<file path="config.mk">
export PLATFORM = sky130hd
export DESIGN_NAME = rid_core
export DESIGN_NICKNAME = d
export VERILOG_FILES = /design/src/rid_dummy_none.sv /design/src/inc/rid_pkg.sv /design/src/rid_core.sv
export SDC_FILE = /design/constraint.sdc
export NUM_CORES = 1
export LEC_CHECK = 0
export BUFFER_PORTS_ARGS = -buffer_cell sky130_fd_sc_hd__buf_4
export CAP_MARGIN = 20
export CORE_MARGIN = 5
export CORE_UTILIZATION = 25
export CTS_CLUSTER_DIAMETER = 40
export DETAILED_ROUTE_END_ITERATION = 10
export HOLD_SLACK_MARGIN = 0.1
export PLACE_DENSITY = 0.54
export SLEW_MARGIN = 20
export SYNTH_ARGS = -nofsm -noshare
export SYNTH_HDL_FRONTEND = slang
export SYNTH_SLANG_ARGS = --single-unit
</file>
<file path="constraint.sdc">
create_clock -name core_clk -period 3.4 [get_ports core_clk]
set_clock_uncertainty 0.05 [all_clocks]
set_input_delay 0 -clock core_clk [delete_from_list [all_inputs] [get_ports core_clk]]
set_output_delay 0 -clock core_clk [all_outputs]
set_load 0.01 [all_outputs]
</file>
<file path="src/rid_dummy_none.sv">
`timescale 1ns/1ps

</file>
<file path="src/inc/rid_pkg.sv">
// What this block does
// - Add and subtract update carry, half carry, zero.
// - Destination bit picks accumulator or file.
// - Logic ops touch zero; nibble exchange none.
// - Rotates go through carry, carry only.
// - Skip forms skip on zero; plain forms zero.
// - Bit clear, set, test-and-skip, no flags.
// - Literal logic sets zero; literal load none.
// - Return loads literal into accumulator, two cycles.
// - Call and jump take two; call clears bit 8.
// - Standby, watchdog restart, option load, no operation.
// - Port self-modify reads pin levels, not latch.
// - Direction load to port copies accumulator.
// - File write to timer clears its prescaler while option bit PSA_BIT is clear.
// - Store, copy, zero file and zero accumulator.
// - Four clocks per instruction cycle.
// - Taken test or branch takes two cycles.
package rid_pkg;
	localparam int PHASE_COUNT = 4;
	localparam logic [4:0] PORT_ADDR = 5'h06;
	localparam logic [4:0] TIMER_ADDR = 5'h01;
	localparam int PSA_BIT = 3;
	localparam logic [7:0] DIR_RST = 8'hFF;
	localparam logic [7:0] OPT_RST = 8'hFF;
	localparam logic [8:0] PC_RST = 9'h000;
	localparam logic [11:0] NOP_WORD = 12'h000;
	// Low five bits of the special group
	localparam logic [4:0] SP_OPTION = 5'h02;
	localparam logic [4:0] SP_STANDBY = 5'h03;
	localparam logic [4:0] SP_WDT = 5'h04;
	localparam logic [4:0] SP_DIR = 5'h06;
	// Byte group, top six bits
	localparam logic [5:0] OP_SPEC = 6'h00;
	localparam logic [5:0] OP_CLR = 6'h01;
	localparam logic [5:0] OP_SUB = 6'h02;
	localparam logic [5:0] OP_DEC = 6'h03;
	localparam logic [5:0] OP_IOR = 6'h04;
	localparam logic [5:0] OP_AND = 6'h05;
	localparam logic [5:0] OP_XOR = 6'h06;
	localparam logic [5:0] OP_ADD = 6'h07;
	localparam logic [5:0] OP_MOV = 6'h08;
	localparam logic [5:0] OP_COM = 6'h09;
	localparam logic [5:0] OP_INC = 6'h0A;
	localparam logic [5:0] OP_DECSZ = 6'h0B;
	localparam logic [5:0] OP_RR = 6'h0C;
	localparam logic [5:0] OP_RL = 6'h0D;
	localparam logic [5:0] OP_SWAP = 6'h0E;
	localparam logic [5:0] OP_INCSZ = 6'h0F;
	// Bit and literal groups, top four bits; jump, top three bits
	localparam logic [3:0] OP_BCLR = 4'h4;
	localparam logic [3:0] OP_BSET = 4'h5;
	localparam logic [3:0] OP_BTLOW = 4'h6;
	localparam logic [3:0] OP_BTHIGH = 4'h7;
	localparam logic [3:0] OP_RET = 4'h8;
	localparam logic [3:0] OP_CALL = 4'h9;
	localparam logic [3:0] OP_MOVL = 4'hC;
	localparam logic [3:0] OP_IORL = 4'hD;
	localparam logic [3:0] OP_ANDL = 4'hE;
	localparam logic [3:0] OP_XORL = 4'hF;
	localparam logic [2:0] OP_JMP = 3'h5;
	typedef enum logic [1:0] {PH_FETCH, PH_READ, PH_OPER, PH_EXEC} rid_phase_t;
endpackage : rid_pkg

</file>
<file path="src/rid_core.sv">
`timescale 1ns/1ps
module rid_core (
	// Clock, reset, enable
	input wire logic core_clk,
	input wire logic rst_b,
	input wire logic ce,
	// Program memory
	input wire logic [11:0] instrWord,
	output logic [8:0] progAddr,
	// File registers
	output logic [4:0] fileAddr,
	input wire logic [7:0] fileRdData,
	output logic fileWrEn,
	output logic [7:0] fileWrData,
	// Port pins
	input wire logic [7:0] pinIn,
	output logic [7:0] pinDirOff,
	// Core state
	output logic [7:0] accOut,
	output logic carryFlag,
	output logic halfCarryFlag,
	output logic zeroFlag,
	output logic expiryFlag,
	output logic lowPowerFlag,
	output logic [7:0] optionOut,
	// Side effects
	output logic prescalerClr,
	output logic wdtRestart,
	output logic standbyReq
);
	typedef struct packed {
		rid_pkg::rid_phase_t phase;
		logic [11:0] ir;
		logic [8:0] pc;
		logic [8:0] stk0;
		logic [8:0] stk1;
		logic [7:0] acc;
		logic carry;
		logic halfCarry;
		logic zero;
		logic expiry;
		logic lowPower;
		logic [7:0] dir;
		logic [7:0] option;
		logic flush;
		logic fileWrEn;
		logic [7:0] fileWrData;
		logic presClr;
		logic wdtRestart;
		logic standby;
		logic [7:0] pinS1;
		logic [7:0] pinS2;
		logic [7:0] pinS3;
		logic [7:0] pinStable;
	} rid_state_t;

	rid_state_t st_q;
	rid_state_t st_d;
	logic [7:0] fOp;

	// Port reads see pin levels
	assign fOp = (st_q.ir[4:0] == rid_pkg::PORT_ADDR) ? st_q.pinStable
		: fileRdData;

	always_comb begin
		logic [7:0] res;
		logic [8:0] sum9;
		logic [4:0] lo5;
		logic wr;
		logic toFile;
		logic skip;
		logic jump;
		logic [7:0] k;
		logic [2:0] bsel;
		res = 8'h00;
		sum9 = 9'h000;
		lo5 = 5'h00;
		wr = 1'b0;
		toFile = st_q.ir[5];
		skip = 1'b0;
		jump = 1'b0;
		k = st_q.ir[7:0];
		bsel = st_q.ir[7:5];
		st_d = st_q;
		if (ce) begin
			st_d.fileWrEn = 1'b0;
			st_d.presClr = 1'b0;
			st_d.wdtRestart = 1'b0;
			st_d.standby = 1'b0;
			st_d.pinS1 = pinIn;
			st_d.pinS2 = st_q.pinS1;
			st_d.pinS3 = st_q.pinS2;
			if (st_q.pinS2 == st_q.pinS3) begin
				st_d.pinStable = st_q.pinS3;
			end
			case (st_q.phase)
				rid_pkg::PH_FETCH: begin
					if (st_q.flush) begin
						st_d.ir = rid_pkg::NOP_WORD;
						st_d.flush = 1'b0;
					end else begin
						st_d.ir = instrWord;
						st_d.pc = st_q.pc + 9'h001;
					end
					st_d.phase = rid_pkg::PH_READ;
				end
				rid_pkg::PH_READ: st_d.phase = rid_pkg::PH_OPER;
				rid_pkg::PH_OPER: st_d.phase = rid_pkg::PH_EXEC;
				rid_pkg::PH_EXEC: begin
					st_d.phase = rid_pkg::PH_FETCH;
					if (st_q.ir[11:10] == 2'b00) begin
						wr = 1'b1;
						case (st_q.ir[11:6])
							rid_pkg::OP_SPEC: begin
								if (st_q.ir[5]) begin
									res = st_q.acc;
								end else begin
									wr = 1'b0;
									case (st_q.ir[4:0])
										rid_pkg::SP_OPTION: st_d.option = st_q.acc;
										rid_pkg::SP_STANDBY: begin
											st_d.expiry = 1'b1;
											st_d.lowPower = 1'b0;
											st_d.standby = 1'b1;
										end
										rid_pkg::SP_WDT: begin
											st_d.expiry = 1'b1;
											st_d.lowPower = 1'b1;
											st_d.wdtRestart = 1'b1;
										end
										rid_pkg::SP_DIR: st_d.dir = st_q.acc;
										default: ;
									endcase
								end
							end
							rid_pkg::OP_CLR: begin
								res = 8'h00;
								st_d.zero = 1'b1;
							end
							rid_pkg::OP_SUB, rid_pkg::OP_ADD: begin
								if (st_q.ir[8]) begin
									sum9 = {1'b0, fOp} + {1'b0, st_q.acc};
									lo5 = {1'b0, fOp[3:0]} + {1'b0, st_q.acc[3:0]};
								end else begin
									sum9 = {1'b0, fOp} + {1'b0, ~st_q.acc} + 9'h001;
									lo5 = {1'b0, fOp[3:0]} + {1'b0, ~st_q.acc[3:0]}
										+ 5'h01;
								end
								res = sum9[7:0];
								st_d.carry = sum9[8];
								st_d.halfCarry = lo5[4];
								st_d.zero = (sum9[7:0] == 8'h00);
							end
							rid_pkg::OP_DEC, rid_pkg::OP_INC: begin
								res = st_q.ir[9] ? fOp + 8'h01 : fOp - 8'h01;
								st_d.zero = (res == 8'h00);
							end
							rid_pkg::OP_DECSZ, rid_pkg::OP_INCSZ: begin
								res = st_q.ir[8] ? fOp + 8'h01 : fOp - 8'h01;
								skip = (res == 8'h00);
							end
							rid_pkg::OP_IOR, rid_pkg::OP_AND, rid_pkg::OP_XOR,
							rid_pkg::OP_COM, rid_pkg::OP_MOV: begin
								case (st_q.ir[11:6])
									rid_pkg::OP_IOR: res = st_q.acc | fOp;
									rid_pkg::OP_AND: res = st_q.acc & fOp;
									rid_pkg::OP_XOR: res = st_q.acc ^ fOp;
									rid_pkg::OP_COM: res = ~fOp;
									default: res = fOp;
								endcase
								st_d.zero = (res == 8'h00);
							end
							rid_pkg::OP_RL: begin
								res = {fOp[6:0], st_q.carry};
								st_d.carry = fOp[7];
							end
							rid_pkg::OP_RR: begin
								res = {st_q.carry, fOp[7:1]};
								st_d.carry = fOp[0];
							end
							rid_pkg::OP_SWAP: res = {fOp[3:0], fOp[7:4]};
							default: wr = 1'b0;
						endcase
						if (st_q.ir[11:6] == rid_pkg::OP_CLR && !st_q.ir[5]) begin
							toFile = 1'b0;
						end
						if (st_q.ir[11:5] == 7'h01) begin
							toFile = 1'b1;
						end
					end else if (st_q.ir[11:10] == 2'b01) begin
						res = fOp;
						case (st_q.ir[11:8])
							rid_pkg::OP_BCLR: begin
								res[bsel] = 1'b0;
								wr = 1'b1;
							end
							rid_pkg::OP_BSET: begin
								res[bsel] = 1'b1;
								wr = 1'b1;
							end
							rid_pkg::OP_BTLOW: skip = !fOp[bsel];
							default: skip = fOp[bsel];
						endcase
						toFile = 1'b1;
					end else begin
						toFile = 1'b0;
						case (st_q.ir[11:8])
							rid_pkg::OP_RET: begin
								st_d.acc = k;
								st_d.pc = {1'b0, st_q.stk0[7:0]};
								st_d.stk0 = st_q.stk1;
								jump = 1'b1;
							end
							rid_pkg::OP_CALL: begin
								st_d.stk1 = st_q.stk0;
								st_d.stk0 = st_q.pc;
								st_d.pc = {1'b0, k};
								jump = 1'b1;
							end
							rid_pkg::OP_MOVL: st_d.acc = k;
							rid_pkg::OP_IORL, rid_pkg::OP_ANDL, rid_pkg::OP_XORL: begin
								case (st_q.ir[9:8])
									2'b01: res = st_q.acc | k;
									2'b10: res = st_q.acc & k;
									default: res = st_q.acc ^ k;
								endcase
								st_d.acc = res;
								st_d.zero = (res == 8'h00);
							end
							default: begin
								st_d.pc = st_q.ir[8:0];
								jump = 1'b1;
							end
						endcase
					end
					if (wr && toFile) begin
						st_d.fileWrEn = 1'b1;
						st_d.fileWrData = res;
						st_d.presClr = (st_q.ir[4:0] == rid_pkg::TIMER_ADDR)
							&& !st_q.option[rid_pkg::PSA_BIT];
					end else if (wr) begin
						st_d.acc = res;
					end
					if (skip) begin
						st_d.pc = {1'b0, st_q.pc[7:0] + 8'h01};
					end
					st_d.flush = skip || jump;
				end
				default: st_d.phase = rid_pkg::PH_FETCH;
			endcase
		end
	end

	always_ff @(posedge core_clk) begin
		if (!rst_b) begin
			st_q <= '0;
			st_q.phase <= rid_pkg::PH_FETCH;
			st_q.pc <= rid_pkg::PC_RST;
			st_q.expiry <= 1'b1;
			st_q.lowPower <= 1'b1;
			st_q.dir <= rid_pkg::DIR_RST;
			st_q.option <= rid_pkg::OPT_RST;
		end else begin
			st_q <= st_d;
		end
	end

	assign progAddr = st_q.pc;
	assign fileAddr = st_q.ir[4:0];
	assign fileWrEn = st_q.fileWrEn;
	assign fileWrData = st_q.fileWrData;
	assign pinDirOff = st_q.dir;
	assign accOut = st_q.acc;
	assign carryFlag = st_q.carry;
	assign halfCarryFlag = st_q.halfCarry;
	assign zeroFlag = st_q.zero;
	assign expiryFlag = st_q.expiry;
	assign lowPowerFlag = st_q.lowPower;
	assign optionOut = st_q.option;
	assign prescalerClr = st_q.presClr;
	assign wdtRestart = st_q.wdtRestart;
	assign standbyReq = st_q.standby;
endmodule : rid_core

</file>
==> impl_metrics.csv, run 1 <==
group,metric,value,unit
sta,setup_slack,-0.0393,ns
global_routing,track_usage,18.4,%
detailed_routing,final_antenna_net_count,0,
cells_and_area,drive_above_1_share,32.1,%
detailed_routing,firstDrtPassIters,5,
placed_design,io_buffers,84,
synthesis,yosysUniqueCellTypes,95,
critical_path,critical-path-top-delay-family,"compound AO/OA/AOI/OAI gates",
cells_and_area,final_nets,1393,
synthesis,synth-xor-area-share,2.82,%
placed_design,pre_cts_slack,-0.330,ns
clock_network,clk_latency,0.38,ns
detailed_routing,drtIter0Drc,791,
detailed_routing,via_per_inst,5.30,
die,start_util,25.3,%
sta,min_period,3.44,ns
clock_network,cts-buffers-inserted,9,
critical_path,critPathSlowestCell,"or4b_4",
critical_path,arrival,3.66,ns
synthesis,synth_top_family_by_area,"compound AO/OA/AOI/OAI gates",
synthesis,yosysWarningCount,0,
global_routing,grt_pass1_wl,56600,µm
sta,fmax,291,MHz
synthesis,avgSynthCellArea,8.00,µm²
cells_and_area,syn2layout_area_growth,35.9,%
critical_path,worst_path_most_repeated_cell,"buf_6",
die,fp.dieH,200,µm
critical_path,end_kind,"register",
power,p_leak,5.15,nW
power,p_per_area,304,mW/mm²
sta,max-slew-margin-rel,30.5,%
clock_network,root_buffer,"clkbuf_16",
synthesis,synth_fa_ha_area_share,6.42,%
die,die-area,0.0399,mm²
power,ir_worst_vdd,0.000248,V
clock_network,cts_tree,"done",
cells_and_area,antenna_cells,0,
sta,setup_viol,10,
synthesis,synth_flop_cell,"dfxtp_1",
critical_path,cp_max_fo,8,
global_routing,antenna_found_initial,0,
sta,finalCritPeriodShare,101,%
clock_network,cts_sinks,112,
clock_network,htree_levels,3,
detailed_routing,vias,9446,
critical_path,required,3.63,ns
synthesis,synthesis.area,0.00900,mm²
synthesis,seq_area_frac_synth,24.9,%
critical_path,slowest_delay,0.59,ns
synthesis,synth-compound-area-share,26.4,%
sta,grt_setup_unrepaired,"yes",
die,fp.dieW,200,µm
die,rows,69,
synthesis,syn-num-nets,1202,
sta,hold_violations,0,
placed_design,placed_cells,1723,
sta,worstMarginPinSlew,1.04,ns
global_routing,grt_max_degree,75,
global_routing,grt_overflow,0,
detailed_routing,wl_per_cell,21.2,µm
synthesis,synth-simple-area-share,22.6,%
die,core,0.0356,mm²
clock_network,clk_path_buf_depth,2,
job,max_cap_viol_count,0,
status,outcome,"finished with violations",
detailed_routing,drc,0,
synthesis,synthArstFlopShare,0,%
critical_path,cp_num_buf_inv,3,
placed_design,hpwl,28800,µm
cells_and_area,instances_no_fill,1783,
synthesis,synth_cells,1126,
critical_path,worst_setup_path_start_kind,"register",
detailed_routing,routed_wl,37800,µm
global_routing,grt_pass1_vias,9006,
synthesis,synth_edf_count,0,
min_path,hp-class,"in -> reg",
clock_network,clk_pin_slew,0.10,ns
synthesis,synth.area.mux_share,6.78,%
critical_path,critPathKind,"reg -> reg",
die,io_pins,86,
status,violations,"setup timing",
sta,drv_slew,0,
placed_design,gp_congestion,1.02,
synthesis,ys_ff_latch,112,
critical_path,worstPathCellList,"or4b_4 > buf_8 > nor2_4 > mux4_2 > xnor2_2 > o2111a_1 > o211ai_4 > a41oi_2 > buf_6 > buf_6 > o21ai_2 > a32o_1",
power breakdown:
group | internal, mW | switching [mW] | total, mW
Sequential | 1.34 | 0.0394 | 1.38
Combinational | 0.525 | 0.649 | 1.17
Clock | 0.543 | 0.628 | 1.17
Total | 2.41 | 1.32 | 3.72
layout by cell type, fill, tap and decap left out, types with 10 or more instances in the layout:
cell type      instances
nor3b_1               16
and2_1                11
o211a_1               16
xnor2_1               12
dlygate4sd3_1         22
nand2_1               93
buf_4                273
dfxtp_1              109
xor2_1                10
inv_1                 40
nor2_1                55
ha_1                  36
nor4_1                11
o21ai_0               38
and3_1                17
nor2b_1               62
a21oi_1               48
nand3_1               31
a21oi_2               10
a22oi_1               18
nor3_1                18
o22ai_1               16
a21boi_0              11
mux2i_1               48
o211ai_1              24
metal layers:
| metal | GRT usage, % | share of wire, % | up-vias |
|---|---|---|---|
| li1 | - | - | 4456 |
| met1 | 25.7 | 45 | 4549 |
| met2 | 28.5 | 44 | 356 |
| met3 | 3.17 | 6.5 | 85 |
| met4 | 6.87 | 4.2 | 0 |
| met5 | 0 | 0 | - |
layout make-up:
type	count	area, µm²
Clock buffer	9	225
Clock inverter	7	93.8
Fill cell	3758	23300
Inverter	47	181
Multi-Input combinational cell	839	6440
Sequential cell	112	2250
Tap cell	461	577
Timing Repair Buffer	308	2460
repair_timing:
| action | in CTS | in global routing |
|---|---|---|
| setup endpoints to repair | 17 | 26 |
| gates resized for setup | 24 | 100 |
| gates cloned | 1 | 0 |
| setup buffers | 4 | 20 |
| pin swaps | 10 | 66 |
| endpoints found under the hold margin | 24 | 0 |
| hold buffers | 22 | 0 |
cells by family after synthesis:
family,count (synthesis)
simple gates,378
compound gates,329
buf+inv,176
flops,112
mux,56
fa+ha+maj,45
xor+xnor,29
other cells,1
worst min-delay path: stages:
cell and delay, ns:
dlygate4sd3_1 0.52, buf_4 0.09, mux2i_1 0.05, nor2b_1 0.09
metrics by stage:
step | setup TNS [ns] | area, µm² | total power [mW] | hold slack, ns | utilization, %
final | -0.179 | 12200 | 3.72 | 0.354 | 34.4
after global placement | -0.870 | 10900 | 2.42 | 0.206 | 30.7
after floorplan | -0.00410 | 9050 | 1.98 | 0.119 | -
after detailed placement | -1.46 | 10900 | 2.42 | 0.215 | 30.7
after CTS | -0.00183 | 11600 | 3.65 | 0.309 | 32.7
after global routing | -1.89 | 12200 | 3.88 | 0.373 | 34.4
final timing paths:
kind,from,endpoint,slack [ns],cells past startpoint
worst max-delay path,fileAddr[3],progAddr[7],-0.04,12
worst min register to register,st_q[78],st_q[78],0.44,2
worst min-delay path,pinIn[7],st_q[31],0.35,4
worst max register to register,fileAddr[3],progAddr[7],-0.04,12
registers in the layout, indices dropped and copies added, names as in the netlist:
register,count
fileWrData,8
fileAddr,5
accOut,8
lowPowerFlag,1
carryFlag,1
wdtRestart,1
prescalerClr,1
pinDirOff,8
fileWrEn,1
halfCarryFlag,1
progAddr,9
zeroFlag,1
st_q,58
optionOut,8
standbyReq,1
cell usage after synthesis (5+ instances only):
cell type  count  area (µm²)
xnor2_1       16         140
inv_1         42         158
dfxtp_1      112        2240
ha_1          43         538
and3_1        17         106
a2111oi_0      5        43.8
a221oi_1       9        78.8
xor2_1        13         114
and2_1        14        87.6
buf_1          7        26.3
o211ai_1      24         180
nand2b_1      10        62.6
a211oi_1      12        90.1
nor2_1        59         221
nand4_1        7        43.8
nor3_1        20         100
clkbuf_1      65         244
buf_4         49         368
o211a_1       16         160
nand2_1       97         364
o22ai_1       16         100
o32ai_1        5        43.8
a21oi_1       59         295
a31oi_1        9        56.3
o21ai_0       46         230
a32oi_1        7        61.3
a221o_1        9        90.1
inv_2          5        18.8
buf_6          7        78.8
nor3b_1       17         128
nor2b_1       62         388
a21boi_1       5        37.5
o21ai_1        8        40.0
a32o_1         8        80.1
a22oi_1       18         135
a21boi_0      13        97.6
o21a_1         8        60.1
mux2i_1       49         490
nand3_1       32         160
nor4_1        14        87.6
Power figures use the tool's default switching activity.
==> run 2: changes to the inputs <==
--- a/config.mk
+++ b/config.mk
@@ -7,6 +7,7 @@
 export LEC_CHECK = 0
 export BUFFER_PORTS_ARGS = -buffer_cell sky130_fd_sc_hd__buf_4
 export CAP_MARGIN = 20
+export CORE_ASPECT_RATIO = 0.75
 export CORE_MARGIN = 5
 export CORE_UTILIZATION = 25
 export CTS_CLUSTER_DIAMETER = 40
==> run 2 against run 1 <==
  * The flow still finishes with violations (setup timing)
  * Hold slack worse by 0.20 ns
  * First-iteration DRC count up 6.2%
  * Sequential power is essentially flat
  * Global-route usage increased by 1.0 points
  * Register-to-register slack got worse by 0.03 ns
  * Utilization down 0.26 points
  * Worst setup slack lost 0.027 ns
  * Wire length is 6.1% higher
  * Power is 1.4% lower
  * Fmax is 0.79% lower
  * Critical path type unchanged
==> impl_metrics.csv, run 2 (synthesis results as in run 1) <==
group,metric,value,unit
status,violations,"setup timing",
critical_path,worst_setup_path_start_kind,"register",
die,fp.dieW,229,µm
global_routing,track_usage,19.4,%
critical_path,end_kind,"register",
detailed_routing,via_per_inst,5.32,
global_routing,grt_pass1_vias,9111,
global_routing,grt_max_degree,54,
status,outcome,"finished with violations",
cells_and_area,drive_above_1_share,31.4,%
placed_design,place_area,0.0111,mm²
die,core,0.0357,mm²
sta,drv_slew,0,
power,p_per_area,301,mW/mm²
clock_network,cts_tree,"done",
critical_path,required,3.63,ns
sta,fmax,288,MHz
placed_design,hpwl,31000,µm
global_routing,antenna_found_initial,0,
power,ir_worst_vdd,0.000417,V
min_path,hp-class,"in -> reg",
detailed_routing,final_antenna_net_count,0,
cells_and_area,antenna_cells,0,
die,io_pins,86,
global_routing,grt_overflow,0,
sta,max-slew-margin-rel,40.5,%
clock_network,clk_path_buf_depth,2,
placed_design,gp_congestion,1.02,
detailed_routing,firstDrtPassIters,6,
cells_and_area,largest_reg_flops,58,
cells_and_area,layout_common_cells,"buf_4, dfxtp_1, nand2_1",
sta,worstMarginPinSlew,0.886,ns
critical_path,cp_max_fo,4,
critical_path,arrival,3.70,ns
placed_design,io_buffers,84,
sta,grt_setup_unrepaired,"yes",
clock_network,clk_latency,0.40,ns
clock_network,root_buffer,"clkbuf_16",
cells_and_area,syn2layout_area_growth,35.5,%
power,finalPower,3.67,mW
die,die-area,0.0399,mm²
detailed_routing,routed_wl,40100,µm
detailed_routing,vias,9611,
cells_and_area,final_area,0.0122,mm²
clock_network,clk_pin_slew,0.09,ns
die,fp.dieH,174,µm
die,start_util,25.2,%
sta,hold_violations,0,
sta,setup_viol,6,
die,rows,60,
detailed_routing,wl_per_cell,22.2,µm
sta,setup_slack,-0.0666,ns
detailed_routing,drc,0,
cells_and_area,final_nets,1413,
critical_path,critPathKind,"reg -> reg",
cells_and_area,utilization,34.1,%
job,max_cap_viol_count,0,
sta,setup_tns,-0.167,ns
clock_network,cts-buffers-inserted,9,
power,p_leak,5.22,nW
detailed_routing,drtIter0Drc,840,
global_routing,grt_pass1_wl,59400,µm
clock_network,cts_sinks,112,
sta,min_period,3.47,ns
sta,finalCritPeriodShare,102,%
sta,hold_slack,0.149,ns
cells_and_area,layout_commonest_cell,"buf_4",
clock_network,htree_levels,3,
cells_and_area,top_register,"st_q",
-- run 2: cell types whose count changed in the layout (fill, tap and decap cells not counted), moves of 5 or more --
| cell | delta |
|---|---|
| o21ai_2 | -6 |
| buf_4 | +16 |
| buf_12 | -5 |
| dlygate4sd3_1 | +11 |
| o21ai_1 | +6 |
-- run 2: layer usage --
layer  part of all wire (%)  track usage (%)
met3                    9.7             5.08
met2                     41             27.4
met4                    1.8             4.13
met5                      0                0
met1                     48             29.4
-- run 2: layout make-up --
type / instances / area (µm²)
fillers: 3770 / 23500
multi-input cells: 839 / 6330
repair buffers: 328 / 2570
flip-flops and latches: 112 / 2250
well taps: 465 / 582
clock buffers: 10 / 229
inverters: 47 / 176
clock inverters: 6 / 63.8
-- run 2: worst paths after layout --
| check | start | endpoint | slack [ns] | depth (start not counted) |
|---|---|---|---|---|
| max | fileAddr[3] | accOut[4] | -0.07 | 16 |
| min | ce | accOut[6] | 0.15 | 4 |
| max reg2reg | fileAddr[3] | accOut[4] | -0.07 | 16 |
| min reg2reg | st_q[77] | st_q[77] | 0.44 | 2 |
-- run 2: worst max-delay path, stage by stage, from the launching register on --
cell      delay [ns]
dfxtp_4         0.37
or4b_4          0.62
o21ai_4         0.20
buf_6           0.13
nand2_4         0.06
buf_6           0.12
fa_2            0.36
a21oi_2         0.18
nor2_1          0.08
nor2_2          0.16
xor2_1          0.11
a21oi_2         0.22
nor2_1          0.07
nor3_2          0.24
buf_4           0.17
a21o_1          0.11
a21boi_0        0.08
-- run 2: stage by stage --
stage | setup slack (ns) | std cells
final | -0.0666 | 1807
after global routing | -0.131 | 1807
after CTS | -0.0794 | 1801
after detailed placement | -0.217 | 1748
after global placement | -0.105 | 1748
after floorplan | -0.00163 | 1126
-- run 2: power breakdown --
part           switching [mW]  internal [mW]
Sequential             0.0337           1.34
Combinational           0.668          0.513
Clock                   0.601          0.518
-- run 2: timing repair --
| action | CTS | global route |
|---|---|---|
| endpoints found under the hold margin | 42 | 0 |
| setup endpoints to repair | 18 | 23 |
| resized for setup | 39 | 58 |
| setup buffers | 4 | 5 |
| hold buffers | 33 | 0 |
| pin swaps | 27 | 38 |
| gates cloned | 1 | 1 |
